<file path="config.mk">
export PLATFORM = sky130hd
export DESIGN_NAME = wdr_top
export DESIGN_NICKNAME = d
export VERILOG_FILES = /design/src/logic/wdr_pkg.sv /design/src/logic/wdr_top.sv /design/src/logic/wdr_prescaler.sv /design/src/logic/wdr_counter.sv
export SDC_FILE = /design/constraint.sdc
export NUM_CORES = 1
export LEC_CHECK = 0
export BUFFER_PORTS_ARGS = -buffer_cell sky130_fd_sc_hd__buf_4
export CAP_MARGIN = 20
export CORE_MARGIN = 8
export CORE_UTILIZATION = 35
export DETAILED_ROUTE_END_ITERATION = 8
export GPL_TIMING_DRIVEN = 0
export RECOVER_POWER = 25
export SYNTH_ARGS = -nofsm -noshare
export SYNTH_HDL_FRONTEND = slang
export SYNTH_SLANG_ARGS = --single-unit
</file>
<file path="constraint.sdc">
create_clock -name clk_i -period 4.2 [get_ports clk_i]
set_input_delay 0.84 -clock clk_i [delete_from_list [all_inputs] [get_ports clk_i]]
set_output_delay 0.84 -clock clk_i [all_outputs]
set_load 0.03 [all_outputs]
</file>
<file path="src/logic/wdr_pkg.sv">
// Purpose: Shared constants and types for the watchdog reset timer.
// Assumes: 32-bit AXI4-Lite register access, one clock domain.
// Notes:   Command opcodes are arbitrary values chosen for this block.
package wdr_pkg;

  // ---------------------------------------------------------------------
  // Bus and register map
  // ---------------------------------------------------------------------
  localparam int unsigned ADDR_W = 8;
  localparam int unsigned DATA_W = 32;
  localparam logic [ADDR_W-1:0] OFF_CTRL  = 8'h00;
  localparam logic [ADDR_W-1:0] OFF_COUNT = 8'h04;
  localparam logic [ADDR_W-1:0] OFF_CMD   = 8'h08;
  localparam logic [ADDR_W-1:0] OFF_STAT  = 8'h0C;
  localparam logic [ADDR_W-1:0] OFF_EN    = 8'h10;
  localparam logic [ADDR_W-1:0] OFF_CLR   = 8'h14;
  localparam logic [1:0] RESP_OKAY   = 2'h0;
  localparam logic [1:0] RESP_SLVERR = 2'h2;

  // ---------------------------------------------------------------------
  // Control register values
  // ---------------------------------------------------------------------
  localparam logic [15:0] CTRL_HW_RESET  = 16'h001C;
  localparam logic [15:0] CTRL_SW_RESET  = 16'h0004;
  localparam logic [15:0] CTRL_DOG_RESET = 16'h0006;
  localparam logic [15:0] CTRL_EOI_MASK  = 16'h001E;

  // ---------------------------------------------------------------------
  // Protected commands: upper half must be the complement of the lower.
  // ---------------------------------------------------------------------
  localparam logic [15:0] OP_SERVICE = 16'h00A1;
  localparam logic [15:0] OP_DISABLE = 16'h00A2;
  localparam logic [15:0] OP_EOI     = 16'h00A3;
  localparam logic [15:0] OP_SWRESET = 16'h00A4;

  // ---------------------------------------------------------------------
  // Timing
  // ---------------------------------------------------------------------
  localparam int unsigned PRESC_W          = 7;
  localparam int unsigned RESET_SEQ_CYCLES = 516;
  localparam int unsigned SEQ_W            = 10;
  localparam logic [7:0]  BYTE_MAX         = 8'hFF;

  // ---------------------------------------------------------------------
  // Interrupt status bits
  // ---------------------------------------------------------------------
  localparam int unsigned IRQ_W     = 2;
  localparam int unsigned IRQ_OVF   = 0;
  localparam int unsigned IRQ_FAULT = 1;

  typedef struct packed {
    logic active;
    logic uses_ready;
    logic ready_n;
    logic waits_done;
  } wdr_bus_cycle_t;

  typedef struct packed {
    logic [7:0] reload_high_byte;
    logic [2:0] rsvd;
    logic       long_hw;
    logic       short_hw;
    logic       sw;
    logic       dog_overflow_flag;
    logic       input_rate_select;
  } wdr_ctrl_t;

  typedef enum logic [1:0] {
    ST_RUN,
    ST_BUS_WAIT,
    ST_SEQ
  } wdr_state_t;

  typedef enum logic [2:0] {
    SEL_CTRL,
    SEL_COUNT,
    SEL_CMD,
    SEL_STAT,
    SEL_EN,
    SEL_CLR,
    SEL_NONE
  } wdr_sel_t;

endpackage

</file>
<file path="src/logic/wdr_top.sv">
// Purpose: Watchdog reset timer with AXI4-Lite registers.
// Assumes: Commands arrive as protected words written to the command
//          register; hw_reset_i is the synchronous reset pin level.
// Notes:   Interrupt status is sticky; a set beats a clear in one cycle.
// Function
// - Any reset enables the timer, clears the count, selects divide by two.
// - Rate select high divides the clock by 128, low by two.
// - Disable is honoured only before the first end-of-init or service.
// - An enabled timer counts only in the run state; bus wait and reset sequence hold it at zero.
// - Overflow starts an internal reset and drives reset indication low.
// - Overflow reset sets the overflow flag; hardware or software reset, end-of-init or service clear it.
// - Overflow waits for or aborts a running bus cycle by its ready.
// - Boot select low at hardware reset end disables the timer in boot mode.
// - Service clears the low byte and loads the high byte from reload.
// - A malformed service is not executed and raises a protection fault.
// - Period is prescale times (65536 minus reload times 256) clocks.
// - End-of-init clears control bits one to four.
// - Counter is two chained bytes, top preset and bottom cleared.
// - Control holds reload, rate and flag; the count reads only.
`timescale 1ns/1ps
module wdr_top (
  input  wire logic                          clk_i,
  input  wire logic                          rstn_i,
  input  wire logic [wdr_pkg::ADDR_W-1:0]    s_axi_awaddr_i,
  input  wire logic                          s_axi_awvalid_i,
  output logic                               s_axi_awready_o,
  input  wire logic [wdr_pkg::DATA_W-1:0]    s_axi_wdata_i,
  input  wire logic [3:0]                    s_axi_wstrb_i,
  input  wire logic                          s_axi_wvalid_i,
  output logic                               s_axi_wready_o,
  output logic [1:0]                         s_axi_bresp_o,
  output logic                               s_axi_bvalid_o,
  input  wire logic                          s_axi_bready_i,
  input  wire logic [wdr_pkg::ADDR_W-1:0]    s_axi_araddr_i,
  input  wire logic                          s_axi_arvalid_i,
  output logic                               s_axi_arready_o,
  output logic [wdr_pkg::DATA_W-1:0]         s_axi_rdata_o,
  output logic [1:0]                         s_axi_rresp_o,
  output logic                               s_axi_rvalid_o,
  input  wire logic                          s_axi_rready_i,
  input  wire logic                          hw_reset_i,
  input  wire logic                          boot_select_pin_i,
  input  wire wdr_pkg::wdr_bus_cycle_t       bus_cycle_i,
  output logic                               reset_indication_out_no,
  output logic                               internal_reset_o,
  output logic                               bus_abort_o,
  output logic                               prot_fault_o,
  output logic                               serial_boot_mode_o,
  output logic                               irq_o
);

  // ---------------------------------------------------------------------
  // Address decode
  // ---------------------------------------------------------------------
  function automatic wdr_pkg::wdr_sel_t reg_sel(
    input logic [wdr_pkg::ADDR_W-1:0] addr
  );
    logic [wdr_pkg::ADDR_W-1:0] a;
    a = {addr[wdr_pkg::ADDR_W-1:2], 2'h0};
    if (a == wdr_pkg::OFF_CTRL) begin
      reg_sel = wdr_pkg::SEL_CTRL;
    end else if (a == wdr_pkg::OFF_COUNT) begin
      reg_sel = wdr_pkg::SEL_COUNT;
    end else if (a == wdr_pkg::OFF_CMD) begin
      reg_sel = wdr_pkg::SEL_CMD;
    end else if (a == wdr_pkg::OFF_STAT) begin
      reg_sel = wdr_pkg::SEL_STAT;
    end else if (a == wdr_pkg::OFF_EN) begin
      reg_sel = wdr_pkg::SEL_EN;
    end else if (a == wdr_pkg::OFF_CLR) begin
      reg_sel = wdr_pkg::SEL_CLR;
    end else begin
      reg_sel = wdr_pkg::SEL_NONE;
    end
  endfunction

  // ---------------------------------------------------------------------
  // State
  // ---------------------------------------------------------------------
  logic                          awready_q, awready_d;
  logic                          wready_q, wready_d;
  logic                          aw_got_q, aw_got_d;
  logic                          w_got_q, w_got_d;
  logic                          bvalid_q, bvalid_d;
  logic [1:0]                    bresp_q;
  logic [wdr_pkg::ADDR_W-1:0]    aw_addr_q;
  logic [wdr_pkg::DATA_W-1:0]    w_data_q;
  logic [3:0]                    w_strb_q;
  logic                          arready_q, arready_d;
  logic                          rvalid_q, rvalid_d;
  logic [wdr_pkg::DATA_W-1:0]    rdata_q;
  logic [1:0]                    rresp_q;
  wdr_pkg::wdr_ctrl_t            ctrl_q, ctrl_d;
  wdr_pkg::wdr_state_t           st_q, st_d;
  logic [wdr_pkg::SEQ_W-1:0]     seq_q;
  logic                          disabled_q, dis_ok_q, boot_q, hw_seen_q;
  logic [wdr_pkg::IRQ_W-1:0]     stat_q, stat_d, en_q, en_d;
  logic                          irq_q, reset_indication_out_n_q, int_rst_q;
  logic                          abort_q, fault_q;
  logic [15:0]                   count;
  logic                          tick, ovf;

  localparam logic [wdr_pkg::SEQ_W-1:0] SEQ_LAST =
    wdr_pkg::SEQ_W'(wdr_pkg::RESET_SEQ_CYCLES - 1);

  // ---------------------------------------------------------------------
  // AXI4-Lite write and read channels
  // ---------------------------------------------------------------------
  wire aw_take = s_axi_awvalid_i & awready_q;
  wire w_take  = s_axi_wvalid_i & wready_q;
  wire wr_fire = aw_got_q & w_got_q & ~bvalid_q;
  wire ar_take = s_axi_arvalid_i & arready_q;

  assign aw_got_d  = (aw_got_q | aw_take) & ~wr_fire;
  assign w_got_d   = (w_got_q | w_take) & ~wr_fire;
  assign bvalid_d  = wr_fire | (bvalid_q & ~s_axi_bready_i);
  assign awready_d = ~aw_got_d & ~bvalid_d;
  assign wready_d  = ~w_got_d & ~bvalid_d;
  assign rvalid_d  = ar_take | (rvalid_q & ~s_axi_rready_i);
  assign arready_d = ~rvalid_d;

  wire wdr_pkg::wdr_sel_t wr_sel = reg_sel(aw_addr_q);
  wire wdr_pkg::wdr_sel_t rd_sel = reg_sel(s_axi_araddr_i);

  wire [1:0] wr_resp = (wr_sel == wdr_pkg::SEL_NONE) ?
                       wdr_pkg::RESP_SLVERR : wdr_pkg::RESP_OKAY;
  wire [1:0] rd_resp = (rd_sel == wdr_pkg::SEL_NONE) ?
                       wdr_pkg::RESP_SLVERR : wdr_pkg::RESP_OKAY;

  // Write-only and command registers read as zero.
  wire [wdr_pkg::DATA_W-1:0] rd_word =
    (rd_sel == wdr_pkg::SEL_CTRL)  ? {16'h0000, ctrl_q} :
    (rd_sel == wdr_pkg::SEL_COUNT) ? {16'h0000, count} :
    (rd_sel == wdr_pkg::SEL_STAT)  ?
      {{(wdr_pkg::DATA_W-wdr_pkg::IRQ_W){1'b0}}, stat_q} :
    (rd_sel == wdr_pkg::SEL_EN)    ?
      {{(wdr_pkg::DATA_W-wdr_pkg::IRQ_W){1'b0}}, en_q} :
    32'h0000_0000;

  always_ff @(posedge clk_i or negedge rstn_i) begin
    if (!rstn_i) begin
      awready_q <= 1'b0;
      wready_q  <= 1'b0;
      aw_got_q  <= 1'b0;
      w_got_q   <= 1'b0;
      bvalid_q  <= 1'b0;
      bresp_q   <= 2'h0;
      aw_addr_q <= '0;
      w_data_q  <= '0;
      w_strb_q  <= 4'h0;
      arready_q <= 1'b0;
      rvalid_q  <= 1'b0;
      rdata_q   <= '0;
      rresp_q   <= 2'h0;
    end else begin
      awready_q <= awready_d;
      wready_q  <= wready_d;
      aw_got_q  <= aw_got_d;
      w_got_q   <= w_got_d;
      bvalid_q  <= bvalid_d;
      arready_q <= arready_d;
      rvalid_q  <= rvalid_d;
      if (aw_take) aw_addr_q <= s_axi_awaddr_i;
      if (w_take) begin
        w_data_q <= s_axi_wdata_i;
        w_strb_q <= s_axi_wstrb_i;
      end
      if (wr_fire) bresp_q <= wr_resp;
      if (ar_take) begin
        rdata_q <= rd_word;
        rresp_q <= rd_resp;
      end
    end
  end

  // ---------------------------------------------------------------------
  // Protected command decode
  // ---------------------------------------------------------------------
  // A full-word write with a complemented upper half is the only legal
  // form, so a stray store is very unlikely to service the timer.
  wire [15:0] op      = w_data_q[15:0];
  wire        key_ok  = (w_data_q[31:16] == ~op) & (&w_strb_q);
  wire        cmd_wr  = wr_fire & (wr_sel == wdr_pkg::SEL_CMD);
  wire        in_run  = (st_q == wdr_pkg::ST_RUN) & ~hw_reset_i;
  wire        op_srv  = key_ok & (op == wdr_pkg::OP_SERVICE);
  wire        op_dis  = key_ok & (op == wdr_pkg::OP_DISABLE);
  wire        op_eoi  = key_ok & (op == wdr_pkg::OP_EOI);
  wire        op_swr  = key_ok & (op == wdr_pkg::OP_SWRESET);
  wire        op_ok   = op_srv | op_dis | op_eoi | op_swr;
  wire        fault   = cmd_wr & ~op_ok;
  wire        svc     = cmd_wr & op_srv & in_run;
  wire        eoi     = cmd_wr & op_eoi & in_run;
  wire        sw_rst  = cmd_wr & op_swr & in_run;
  wire        dis_req = cmd_wr & op_dis & in_run;

  // ---------------------------------------------------------------------
  // Reset sequencing
  // ---------------------------------------------------------------------
  wire seq_done  = (st_q == wdr_pkg::ST_SEQ) & (seq_q == SEQ_LAST);
  wire dog_init  = hw_reset_i | sw_rst | seq_done;
  wire hw_end    = hw_seen_q & ~hw_reset_i;
  wire abort_now = bus_cycle_i.active & bus_cycle_i.uses_ready &
                   bus_cycle_i.waits_done & bus_cycle_i.ready_n;
  // A cycle that ignores ready, or saw it low, is allowed to run out.
  wire bus_free  = ~bus_cycle_i.active | abort_now;
  wire run       = in_run & ~sw_rst & ~disabled_q & ~boot_q;
  wire ovf_ev    = ovf & run & ~svc;
  wire cnt_zero  = dog_init | (st_q != wdr_pkg::ST_RUN);

  always_comb begin
    st_d = st_q;
    case (st_q)
      wdr_pkg::ST_RUN: begin
        if (ovf_ev) st_d = wdr_pkg::ST_BUS_WAIT;
      end
      wdr_pkg::ST_BUS_WAIT: begin
        if (bus_free) st_d = wdr_pkg::ST_SEQ;
      end
      wdr_pkg::ST_SEQ: begin
        if (seq_done) st_d = wdr_pkg::ST_RUN;
      end
      default: st_d = wdr_pkg::ST_RUN;
    endcase
    if (hw_reset_i) st_d = wdr_pkg::ST_RUN;
  end

  // ---------------------------------------------------------------------
  // Control register
  // ---------------------------------------------------------------------
  wire ctrl_wr = wr_fire & (wr_sel == wdr_pkg::SEL_CTRL);

  always_comb begin
    ctrl_d = ctrl_q;
    if (hw_reset_i) begin
      ctrl_d = wdr_pkg::CTRL_HW_RESET;
    end else if (seq_done) begin
      ctrl_d = wdr_pkg::CTRL_DOG_RESET;
    end else if (sw_rst) begin
      ctrl_d = wdr_pkg::CTRL_SW_RESET;
    end else begin
      if (ctrl_wr && w_strb_q[0]) begin
        ctrl_d.input_rate_select = w_data_q[0];
      end
      if (ctrl_wr && w_strb_q[1]) begin
        ctrl_d.reload_high_byte = w_data_q[15:8];
      end
      if (eoi) ctrl_d = ctrl_d & ~wdr_pkg::CTRL_EOI_MASK;
      if (svc) ctrl_d.dog_overflow_flag = 1'b0;
    end
  end

  // ---------------------------------------------------------------------
  // Interrupts
  // ---------------------------------------------------------------------
  wire [wdr_pkg::IRQ_W-1:0] ev;
  wire [wdr_pkg::IRQ_W-1:0] clr_bits;

  assign ev[wdr_pkg::IRQ_OVF]   = ovf_ev;
  assign ev[wdr_pkg::IRQ_FAULT] = fault;
  assign clr_bits = (wr_fire && wr_sel == wdr_pkg::SEL_CLR) ?
                    w_data_q[wdr_pkg::IRQ_W-1:0] : '0;
  assign stat_d   = (stat_q & ~clr_bits) | ev;
  assign en_d     = (wr_fire && wr_sel == wdr_pkg::SEL_EN) ?
                    w_data_q[wdr_pkg::IRQ_W-1:0] : en_q;

  // ---------------------------------------------------------------------
  // Timer datapath
  // ---------------------------------------------------------------------
  wdr_prescaler #(
    .W       (wdr_pkg::PRESC_W)
  ) u_presc (
    .clk_i   (clk_i),
    .rstn_i  (rstn_i),
    .clear_i (cnt_zero | svc),
    .run_i   (run),
    .slow_i  (ctrl_q.input_rate_select),
    .tick_o  (tick)
  );

  wdr_counter #(
    .NB       (2)
  ) u_count (
    .clk_i    (clk_i),
    .rstn_i   (rstn_i),
    .zero_i   (cnt_zero),
    .load_i   (svc),
    .reload_i (ctrl_q.reload_high_byte),
    .tick_i   (tick),
    .count_o  (count),
    .ovf_o    (ovf)
  );

  // ---------------------------------------------------------------------
  // Watchdog state registers
  // ---------------------------------------------------------------------
  always_ff @(posedge clk_i or negedge rstn_i) begin
    if (!rstn_i) begin
      ctrl_q     <= wdr_pkg::CTRL_HW_RESET;
      st_q       <= wdr_pkg::ST_RUN;
      seq_q      <= '0;
      disabled_q <= 1'b0;
      dis_ok_q   <= 1'b1;
      boot_q     <= 1'b0;
      hw_seen_q  <= 1'b1;
      stat_q     <= '0;
      en_q       <= '0;
    end else begin
      ctrl_q    <= ctrl_d;
      st_q      <= st_d;
      seq_q     <= (st_q == wdr_pkg::ST_SEQ) ?
                   wdr_pkg::SEQ_W'(seq_q + 1'b1) : '0;
      hw_seen_q <= hw_reset_i;
      stat_q    <= stat_d;
      en_q      <= en_d;
      if (dog_init) begin
        disabled_q <= 1'b0;
        dis_ok_q   <= 1'b1;
      end else begin
        if (dis_req && dis_ok_q) disabled_q <= 1'b1;
        if (svc || eoi) dis_ok_q <= 1'b0;
      end
      // Boot mode is left only by a software reset or a new hardware reset.
      if (hw_end) begin
        boot_q <= ~boot_select_pin_i;
      end else if (sw_rst || hw_reset_i) begin
        boot_q <= 1'b0;
      end
    end
  end

  // ---------------------------------------------------------------------
  // Registered outputs
  // ---------------------------------------------------------------------
  always_ff @(posedge clk_i or negedge rstn_i) begin
    if (!rstn_i) begin
      irq_q      <= 1'b0;
      reset_indication_out_n_q <= 1'b1;
      int_rst_q  <= 1'b0;
      abort_q    <= 1'b0;
      fault_q    <= 1'b0;
    end else begin
      irq_q      <= |(stat_d & en_d);
      reset_indication_out_n_q <= (st_d != wdr_pkg::ST_SEQ);
      int_rst_q  <= (st_d == wdr_pkg::ST_SEQ);
      abort_q    <= (st_q == wdr_pkg::ST_BUS_WAIT) & abort_now &
                    ~hw_reset_i;
      fault_q    <= fault;
    end
  end

  assign s_axi_awready_o         = awready_q;
  assign s_axi_wready_o          = wready_q;
  assign s_axi_bvalid_o          = bvalid_q;
  assign s_axi_bresp_o           = bresp_q;
  assign s_axi_arready_o         = arready_q;
  assign s_axi_rvalid_o          = rvalid_q;
  assign s_axi_rdata_o           = rdata_q;
  assign s_axi_rresp_o           = rresp_q;
  assign reset_indication_out_no = reset_indication_out_n_q;
  assign internal_reset_o        = int_rst_q;
  assign bus_abort_o             = abort_q;
  assign prot_fault_o            = fault_q;
  assign serial_boot_mode_o      = boot_q;
  assign irq_o                   = irq_q;

endmodule

</file>
<file path="src/logic/wdr_prescaler.sv">
// Purpose: Input clock divider for the watchdog count, by 2 or by 128.
// Assumes: clear_i has priority over run_i.
// Notes:   tick_o is combinational and lasts one cycle.
`timescale 1ns/1ps
module wdr_prescaler #(
  parameter int unsigned W = 7
) (
  input  wire logic clk_i,
  input  wire logic rstn_i,
  input  wire logic clear_i,
  input  wire logic run_i,
  input  wire logic slow_i,
  output logic      tick_o
);

  logic [W-1:0] cnt_q;
  wire          at_end;

  // Fast rate ends on every second cycle, slow rate after 2**W cycles.
  assign at_end = slow_i ? (&cnt_q) : cnt_q[0];
  assign tick_o = run_i & ~clear_i & at_end;

  always_ff @(posedge clk_i or negedge rstn_i) begin
    if (!rstn_i) begin
      cnt_q <= '0;
    end else if (clear_i) begin
      cnt_q <= '0;
    end else if (run_i) begin
      cnt_q <= at_end ? '0 : W'(cnt_q + 1'b1);
    end
  end

endmodule

</file>
<file path="src/logic/wdr_counter.sv">
// Purpose: 16-bit watchdog count built from chained 8-bit stages.
// Assumes: zero_i beats load_i, which beats tick_i.
// Notes:   ovf_o is combinational and lasts one cycle.
`timescale 1ns/1ps
module wdr_counter #(
  parameter int unsigned NB = 2
) (
  input  wire logic          clk_i,
  input  wire logic          rstn_i,
  input  wire logic          zero_i,
  input  wire logic          load_i,
  input  wire logic [7:0]    reload_i,
  input  wire logic          tick_i,
  output logic [8*NB-1:0]    count_o,
  output logic               ovf_o
);

  logic [NB:0] carry;

  assign carry[0] = tick_i;
  assign ovf_o    = carry[NB];

  generate
    for (genvar i = 0; i < NB; i++) begin : g_stage
      logic [7:0] byte_q;
      wire  [7:0] load_val;
      // Service presets the top stage and clears the lower ones.
      if (i == NB - 1) begin : g_top
        assign load_val = reload_i;
      end else begin : g_low
        assign load_val = 8'h00;
      end
      assign carry[i+1]          = carry[i] & (byte_q == wdr_pkg::BYTE_MAX);
      assign count_o[8*i +: 8]   = byte_q;
      always_ff @(posedge clk_i or negedge rstn_i) begin
        if (!rstn_i) begin
          byte_q <= 8'h00;
        end else if (zero_i) begin
          byte_q <= 8'h00;
        end else if (load_i) begin
          byte_q <= load_val;
        end else if (carry[i]) begin
          byte_q <= 8'(byte_q + 1'b1);
        end
      end
    end
  endgenerate

endmodule

</file>
==> results of run 1 <==
## cell families (layout without fill, tap and decap cells)
group	count (synthesis)	after routing	synth area share (%)
muxes	58	58	10.5
other	1	18	0.0618
adders and majority gates	4	4	0.824
and+or+nand+nor	205	205	17.9
AOI/OAI and AO/OA	89	89	8.96
xor gates and xnor gates	34	34	4.90
DFF	127	127	52.4
buffers and inverters	49	170	4.45
## critical path, delay by kind of cell
kind,cells,cell delay [ns]
and+or+nand+nor,4,1.10
buffers and inverters,2,0.31
AOI/OAI and AO/OA,2,0.56
## state kept, by name, indices dropped and copies added (netlist names), 2 cells and up
register	count
w_data_q	32
s_axi_rdata_o	16
u_count.g_stage.byte_q	16
ctrl_q	12
seq_q	10
u_presc.cnt_q	7
aw_addr_q	6
w_strb_q	4
en_q	2
st_q	2
stat_q	2
## power groups by stage
stage	clock, mW	combinational (mW)	sequential [mW]
2_1_floorplan	0	0.670	1.71
3_3_place_gp	0	0.935	1.71
3_5_place_dp	0	0.965	1.72
5_1_grt	1.56	1.06	1.74
4_1_cts	1.49	0.972	1.70
6_report	1.46	0.962	1.70
## area by class of cell
| cell class | count | area (um^2) | share of cell area (%) |
|---|---|---|---|
| plain buffers | 39 | 233 | 3.02 |
| clock buffers | 27 | 523 | 6.80 |
| clock inverters | 5 | 75.1 | 0.975 |
| inverters | 10 | 37.5 | 0.488 |
| multi-input cells | 408 | 2680 | 34.8 |
| flip-flops and latches | 127 | 3180 | 41.4 |
| well taps | 225 | 282 | 3.66 |
| repair buffers | 89 | 681 | 8.84 |
## synth_stat cells (all sizes together) (2+ instances only)
cell    instances
dfrtp         122
nand3b          5
and4            3
a21o            3
inv            10
nor4b           3
ha              4
a41o            2
xor2           22
nand2b          5
or2             5
nor4           12
nand2          52
nand4           7
a31oi           4
nand3          18
clkbuf         12
nor2b           3
nor3b           3
a22oi          13
mux2i          14
and2            4
dfstp           5
mux2           44
nor2           49
buf            27
nor3           15
a21oi          18
and3           11
or3             3
a41oi           3
xnor2          12
o22ai           5
o21ai          35
## stage by stage
stage	cell area [um^2]	power, mW	util [%]
2_1_floorplan	6140	2.38	-
3_3_place_gp	7080	2.65	41.4
3_5_place_dp	7110	2.69	41.5
4_1_cts	7710	4.17	45.0
5_1_grt	7700	4.35	45.0
6_report	7700	4.12	45.0
## worst paths after layout
| check | startpoint | cells after the start | end |
|---|---|---|---|
| hold reg to reg | seq_q[0] | 1 | seq_q[0] |
| min in group asynchronous | rstn_i | 1 | w_data_q[22] |
| setup / recovery | hw_reset_i | 8 | irq_o |
| max in group asynchronous | rstn_i | 2 | ctrl_q[2] |
| setup reg to reg | w_data_q[2] | 7 | irq_o |
| hold / removal | seq_q[0] | 1 | seq_q[0] |
## per-layer routing
layer | up-vias | part of all wire [%] | track usage, %
li1 | 2234 | - | -
met1 | 2185 | 46 | 16.9
met2 | 119 | 47 | 21.2
met3 | 8 | 6.6 | 4.59
met4 | 0 | 0.98 | 5.00
met5 | - | 0 | 0
==> impl_metrics.py, run 1 <==
metrics = {
    "cts": {
        "postCtsSetupBuffers": 0,
        "cts_resized": 0,
        "clock-sinks": 127,
        "cts_buffers": 17,
        "tritoncts": "built",
        "clkSlewWorstSetupHoldPaths_ns": 0.05,
        "root_buffer": "clkbuf_16",
        "htree_levels": 4,
        "cts_buffer_depth": 2,
        "ctsHoldBuffers": 0,
        "clk_latency_ns": 0.41,
    },
    "logic_synthesis": {
        "synth_area_um2": 6070,
        "yosysUniqueCellTypes": 58,
        "synth_top_area_share_pct": 50.3,
        "ys_async_sr_fraction_pct": 100,
        "synth.avg_cell_area_um2": 10.7,
        "synth_top_area_cell": "dfrtp_1",
        "yosys_warnings": 0,
        "syn_inst": 567,
        "ys.flop_type": "dfrtp_1",
        "yosysSeqAreaShare_pct": 52.4,
        "synthTopCellsByArea": "dfrtp_1 50%, mux2_2 8.2%, nand2_1 3.2%",
        "synth_edf_count": 0,
        "ys_ff_latch": 127,
    },
    "pwr": {
        "peakVddDrop_uv": 336,
        "intPower_mw": 2.92,
        "cellPowerDensity_nw_per_um2": 535,
        "switching_power_mw": 1.20,
        "leakage_nw": 3.54,
        "power_frac_comb_pct": 23.3,
        "p_sw_share_pct": 29.0,
        "p_clk_share_pct": 35.4,
        "pwr-share-seq_pct": 41.3,
    },
    "global_route": {
        "grt_max_degree": 90,
        "grt_antenna_before_repair": 0,
        "grtUsageTotal_pct": 13.5,
        "grt_overflow": 0,
        "grt_pass1_wl_um": 23600,
        "grt_pass1_vias": 4697,
    },
    "setup_path": {
        "critical_path_class": "primary input to flop",
        "path_max_fanout": 10,
        "start_kind": "primary input",
        "slowest_stage": "or3_1",
        "timing.reg2reg.setup_slack_ns": 1.81,
        "crit_chain": "clkbuf_1 -> clkbuf_1 -> or3_1 -> nor4_1 -> nand3_1 -> a41oi_1 -> or2_1 -> a22o_1",
        "path_common_cell": "clkbuf_1",
        "cp-end-kind": "flop",
        "cp.required_ns": 4.53,
        "crit_path_max_incr_delay_ns": 0.46,
        "cp.arrival_ns": 2.80,
    },
    "sta": {
        "tightest_slew_ns": 2.18,
        "fin_ws_ns": 1.73,
        "final_hold_viol_count": 0,
        "whs_ns": 0.455,
        "max_slew_margin_pct": -45.1,
        "setup_tns_ns": 0,
        "rsz0062_at_grt": "no",
        "finalCriticalPeriod_ns": 2.47,
        "fmax_ghz": 0.405,
        "finalMaxSlewViolations": 39,
        "setup_violations": 0,
        "finalCritPeriodShare_pct": 58.8,
        "skew_ns": 0.00918,
    },
    "detailed_routing": {
        "via_per_inst": 4.89,
        "drtAntennaViolNets": 0,
        "drc": 0,
        "drt_pass1_iterations": 5,
        "first_iter_violations": 260,
        "post_drt_wl_per_cell_um": 15.3,
        "vias": 4546,
        "finalWirelength_um": 14200,
    },
    "cells_and_area": {
        "n_antenna_cell": 0,
        "final_cell_mix": "122 x dfrtp_1, 103 x buf_4, 52 x nand2_1",
        "layout_commonest_cell": "dfrtp_1",
        "layout.nets": 761,
        "layoutNonFillerInstCount": 930,
        "area_growth_pct": 26.7,
        "fill_cells": 1629,
        "drive_gt1_share_pct": 28.5,
    },
    "floorplanning": {
        "die_area_um2": 21800,
        "fp-row-count": 48,
        "coreArea_um2": 17100,
        "io_pins": 112,
        "fp.dieW_um": 148,
        "fp.dieH_um": 148,
        "start_util_pct": 35.5,
    },
    "placed_design": {
        "place_congestion": 0.799,
        "portBuffers": 88,
        "dp_cells": 898,
        "hpwlAfterDp_um": 10900,
        "place_ws_ns": 1.34,
    },
    "run_status": {
        "violations": "capacitance limit, slew limit",
        "status": "complete, but fails checks",
    },
    "worst_hold_path": {
        "min_path_type": "flop to flop",
    },
    "flow_run": {
        "drv_cap": 1,
    },
}
Note: power is estimated with default switching activity, not from simulation.
==> run 2, diff against run 1 <==
==> constraint.sdc (replaced) <==
create_clock -name clk_i -period 2.1 [get_ports clk_i]
set_input_delay 0.42 -clock clk_i [delete_from_list [all_inputs] [get_ports clk_i]]
set_output_delay 0.42 -clock clk_i [all_outputs]
set_load 0.03 [all_outputs]
==> impl_metrics.py, run 2 (synthesized netlist as in run 1, its figures left out) <==
metrics = {
    "run_status": {
        "status": "complete, but fails checks",
        "violations": "setup timing",
    },
    "floorplanning": {
        "fp.dieH_um": 148,
        "fp.dieW_um": 148,
        "start_util_pct": 35.5,
        "die_area_um2": 21800,
        "io_pins": 112,
        "coreArea_um2": 17100,
        "fp-row-count": 48,
    },
    "cells_and_area": {
        "layout_commonest_cell": "dfrtp_1",
        "multi_input_area_um2": 2850,
        "seq_area_um2": 3190,
        "utilization_pct": 46.4,
        "area_growth_pct": 30.8,
        "final_cell_mix": "120 x dfrtp_1, 111 x buf_4, 51 x nand2_1",
        "post-route-cell-area_um2": 7940,
        "drive_gt1_share_pct": 33.1,
        "layoutNonFillerInstCount": 937,
        "regMostFlops": "w_data_q",
        "largest_register_ff_count": 32,
        "fill_cells": 1602,
        "n_antenna_cell": 0,
        "layout.nets": 768,
    },
    "detailed_routing": {
        "first_iter_violations": 301,
        "drc": 0,
        "finalWirelength_um": 14400,
        "via_per_inst": 4.88,
        "vias": 4569,
        "drtAntennaViolNets": 0,
        "post_drt_wl_per_cell_um": 15.4,
        "drt_pass1_iterations": 7,
    },
    "placed_design": {
        "dp_cells": 898,
        "place_ws_ns": -0.343,
        "place_congestion": 0.799,
        "portBuffers": 88,
        "placed_area_um2": 7110,
        "hpwlAfterDp_um": 10900,
    },
    "setup_path": {
        "slowest_stage": "or4b_4",
        "critical_path_class": "flop to flop",
        "cpLargestDelayFamily": "simple AND/OR/NAND/NOR gates",
        "crit_path_max_incr_delay_ns": 0.50,
        "start_kind": "flop",
        "cp.required_ns": 2.38,
        "crit_chain": "buf_6 -> or4b_4 -> nor3_2 -> a21boi_2 -> a41oi_2 -> or2_1 -> a22o_1",
        "r2r-start": "w_data_q[1]",
        "cp-end-kind": "flop",
        "cp.arrival_ns": 2.48,
        "path_buf_inv": 1,
        "cp-startpoint": "w_data_q[1]",
        "path_max_fanout": 9,
    },
    "pwr": {
        "leakage_nw": 3.65,
        "peakVddDrop_uv": 683,
        "total_power_mw": 8.47,
        "cellPowerDensity_nw_per_um2": 1070,
    },
    "global_route": {
        "grt_antenna_before_repair": 0,
        "grt_overflow": 0,
        "grt_pass1_vias": 4753,
        "grt_pass1_wl_um": 23700,
        "grtUsageTotal_pct": 13.5,
        "grt_max_degree": 90,
    },
    "sta": {
        "max_slew_margin_pct": 32.6,
        "setup_tns_ns": -0.108,
        "skew_ns": 0.0124,
        "finalMaxSlewViolations": 0,
        "whs_ns": 0.139,
        "finalCritPeriodShare_pct": 105,
        "final_hold_viol_count": 0,
        "tightest_slew_ns": 1.01,
        "fin_ws_ns": -0.108,
        "finalCriticalPeriod_ns": 2.21,
        "setup_violations": 1,
        "fmax_ghz": 0.453,
        "rsz0062_at_grt": "yes",
    },
    "flow_run": {
        "drv_cap": 0,
    },
    "cts": {
        "cts_buffer_depth": 2,
        "clock-sinks": 127,
        "clk_latency_ns": 0.41,
        "htree_levels": 4,
        "root_buffer": "clkbuf_16",
        "clkSlewWorstSetupHoldPaths_ns": 0.05,
        "cts_buffers": 17,
        "tritoncts": "built",
    },
    "worst_hold_path": {
        "min_path_type": "primary input to flop",
        "hp-start": "hw_reset_i",
    },
}
## run 2: metal layers
metal | global-route usage [%] | part of all wire [%] | up-vias
met5 | 0 | 0 | -
met3 | 4.59 | 7.0 | 8
met2 | 21.5 | 48 | 118
met4 | 5.00 | 0.96 | 0
li1 | - | - | 2237
met1 | 16.8 | 44 | 2206
## run 2: final cells by class
cell class,instances,share of cell area (%)
multi-input cells,408,35.9
well taps,225,3.54
plain buffers,38,3.10
clock buffers,27,6.58
flip-flops and latches,127,40.1
inverters,10,0.473
clock inverters,5,0.945
repair buffers,97,9.34
## run 2: power breakdown
group	total (mW)	internal (mW)	leakage [nW]	switching, mW
Combinational	2.09	1.04	1.71	1.05
Sequential	3.47	2.98	1.64	0.488
Clock	2.91	1.93	0.297	0.980
## run 2: path summary, 6_finish.rpt
kind	to	slack, ns	depth (start not counted)
max in group asynchronous	ctrl_q[4]	0.40	3
setup / recovery	irq_o	-0.11	7
setup reg to reg	irq_o	-0.11	7
hold reg to reg	seq_q[0]	0.46	1
hold / removal	hw_seen_q	0.14	1
min in group asynchronous	w_data_q[3]	0.72	2
## run 2: what timing repair did
action / CTS / global route
buffers inserted: 3 / 3
cloned: 1 / 0
gates resized for setup: 15 / 26
hold endpoints to repair: 38 / 0
setup endpoints to repair: 25 / 47
hold buffers: 1 / 0
pin swaps: 5 / 2
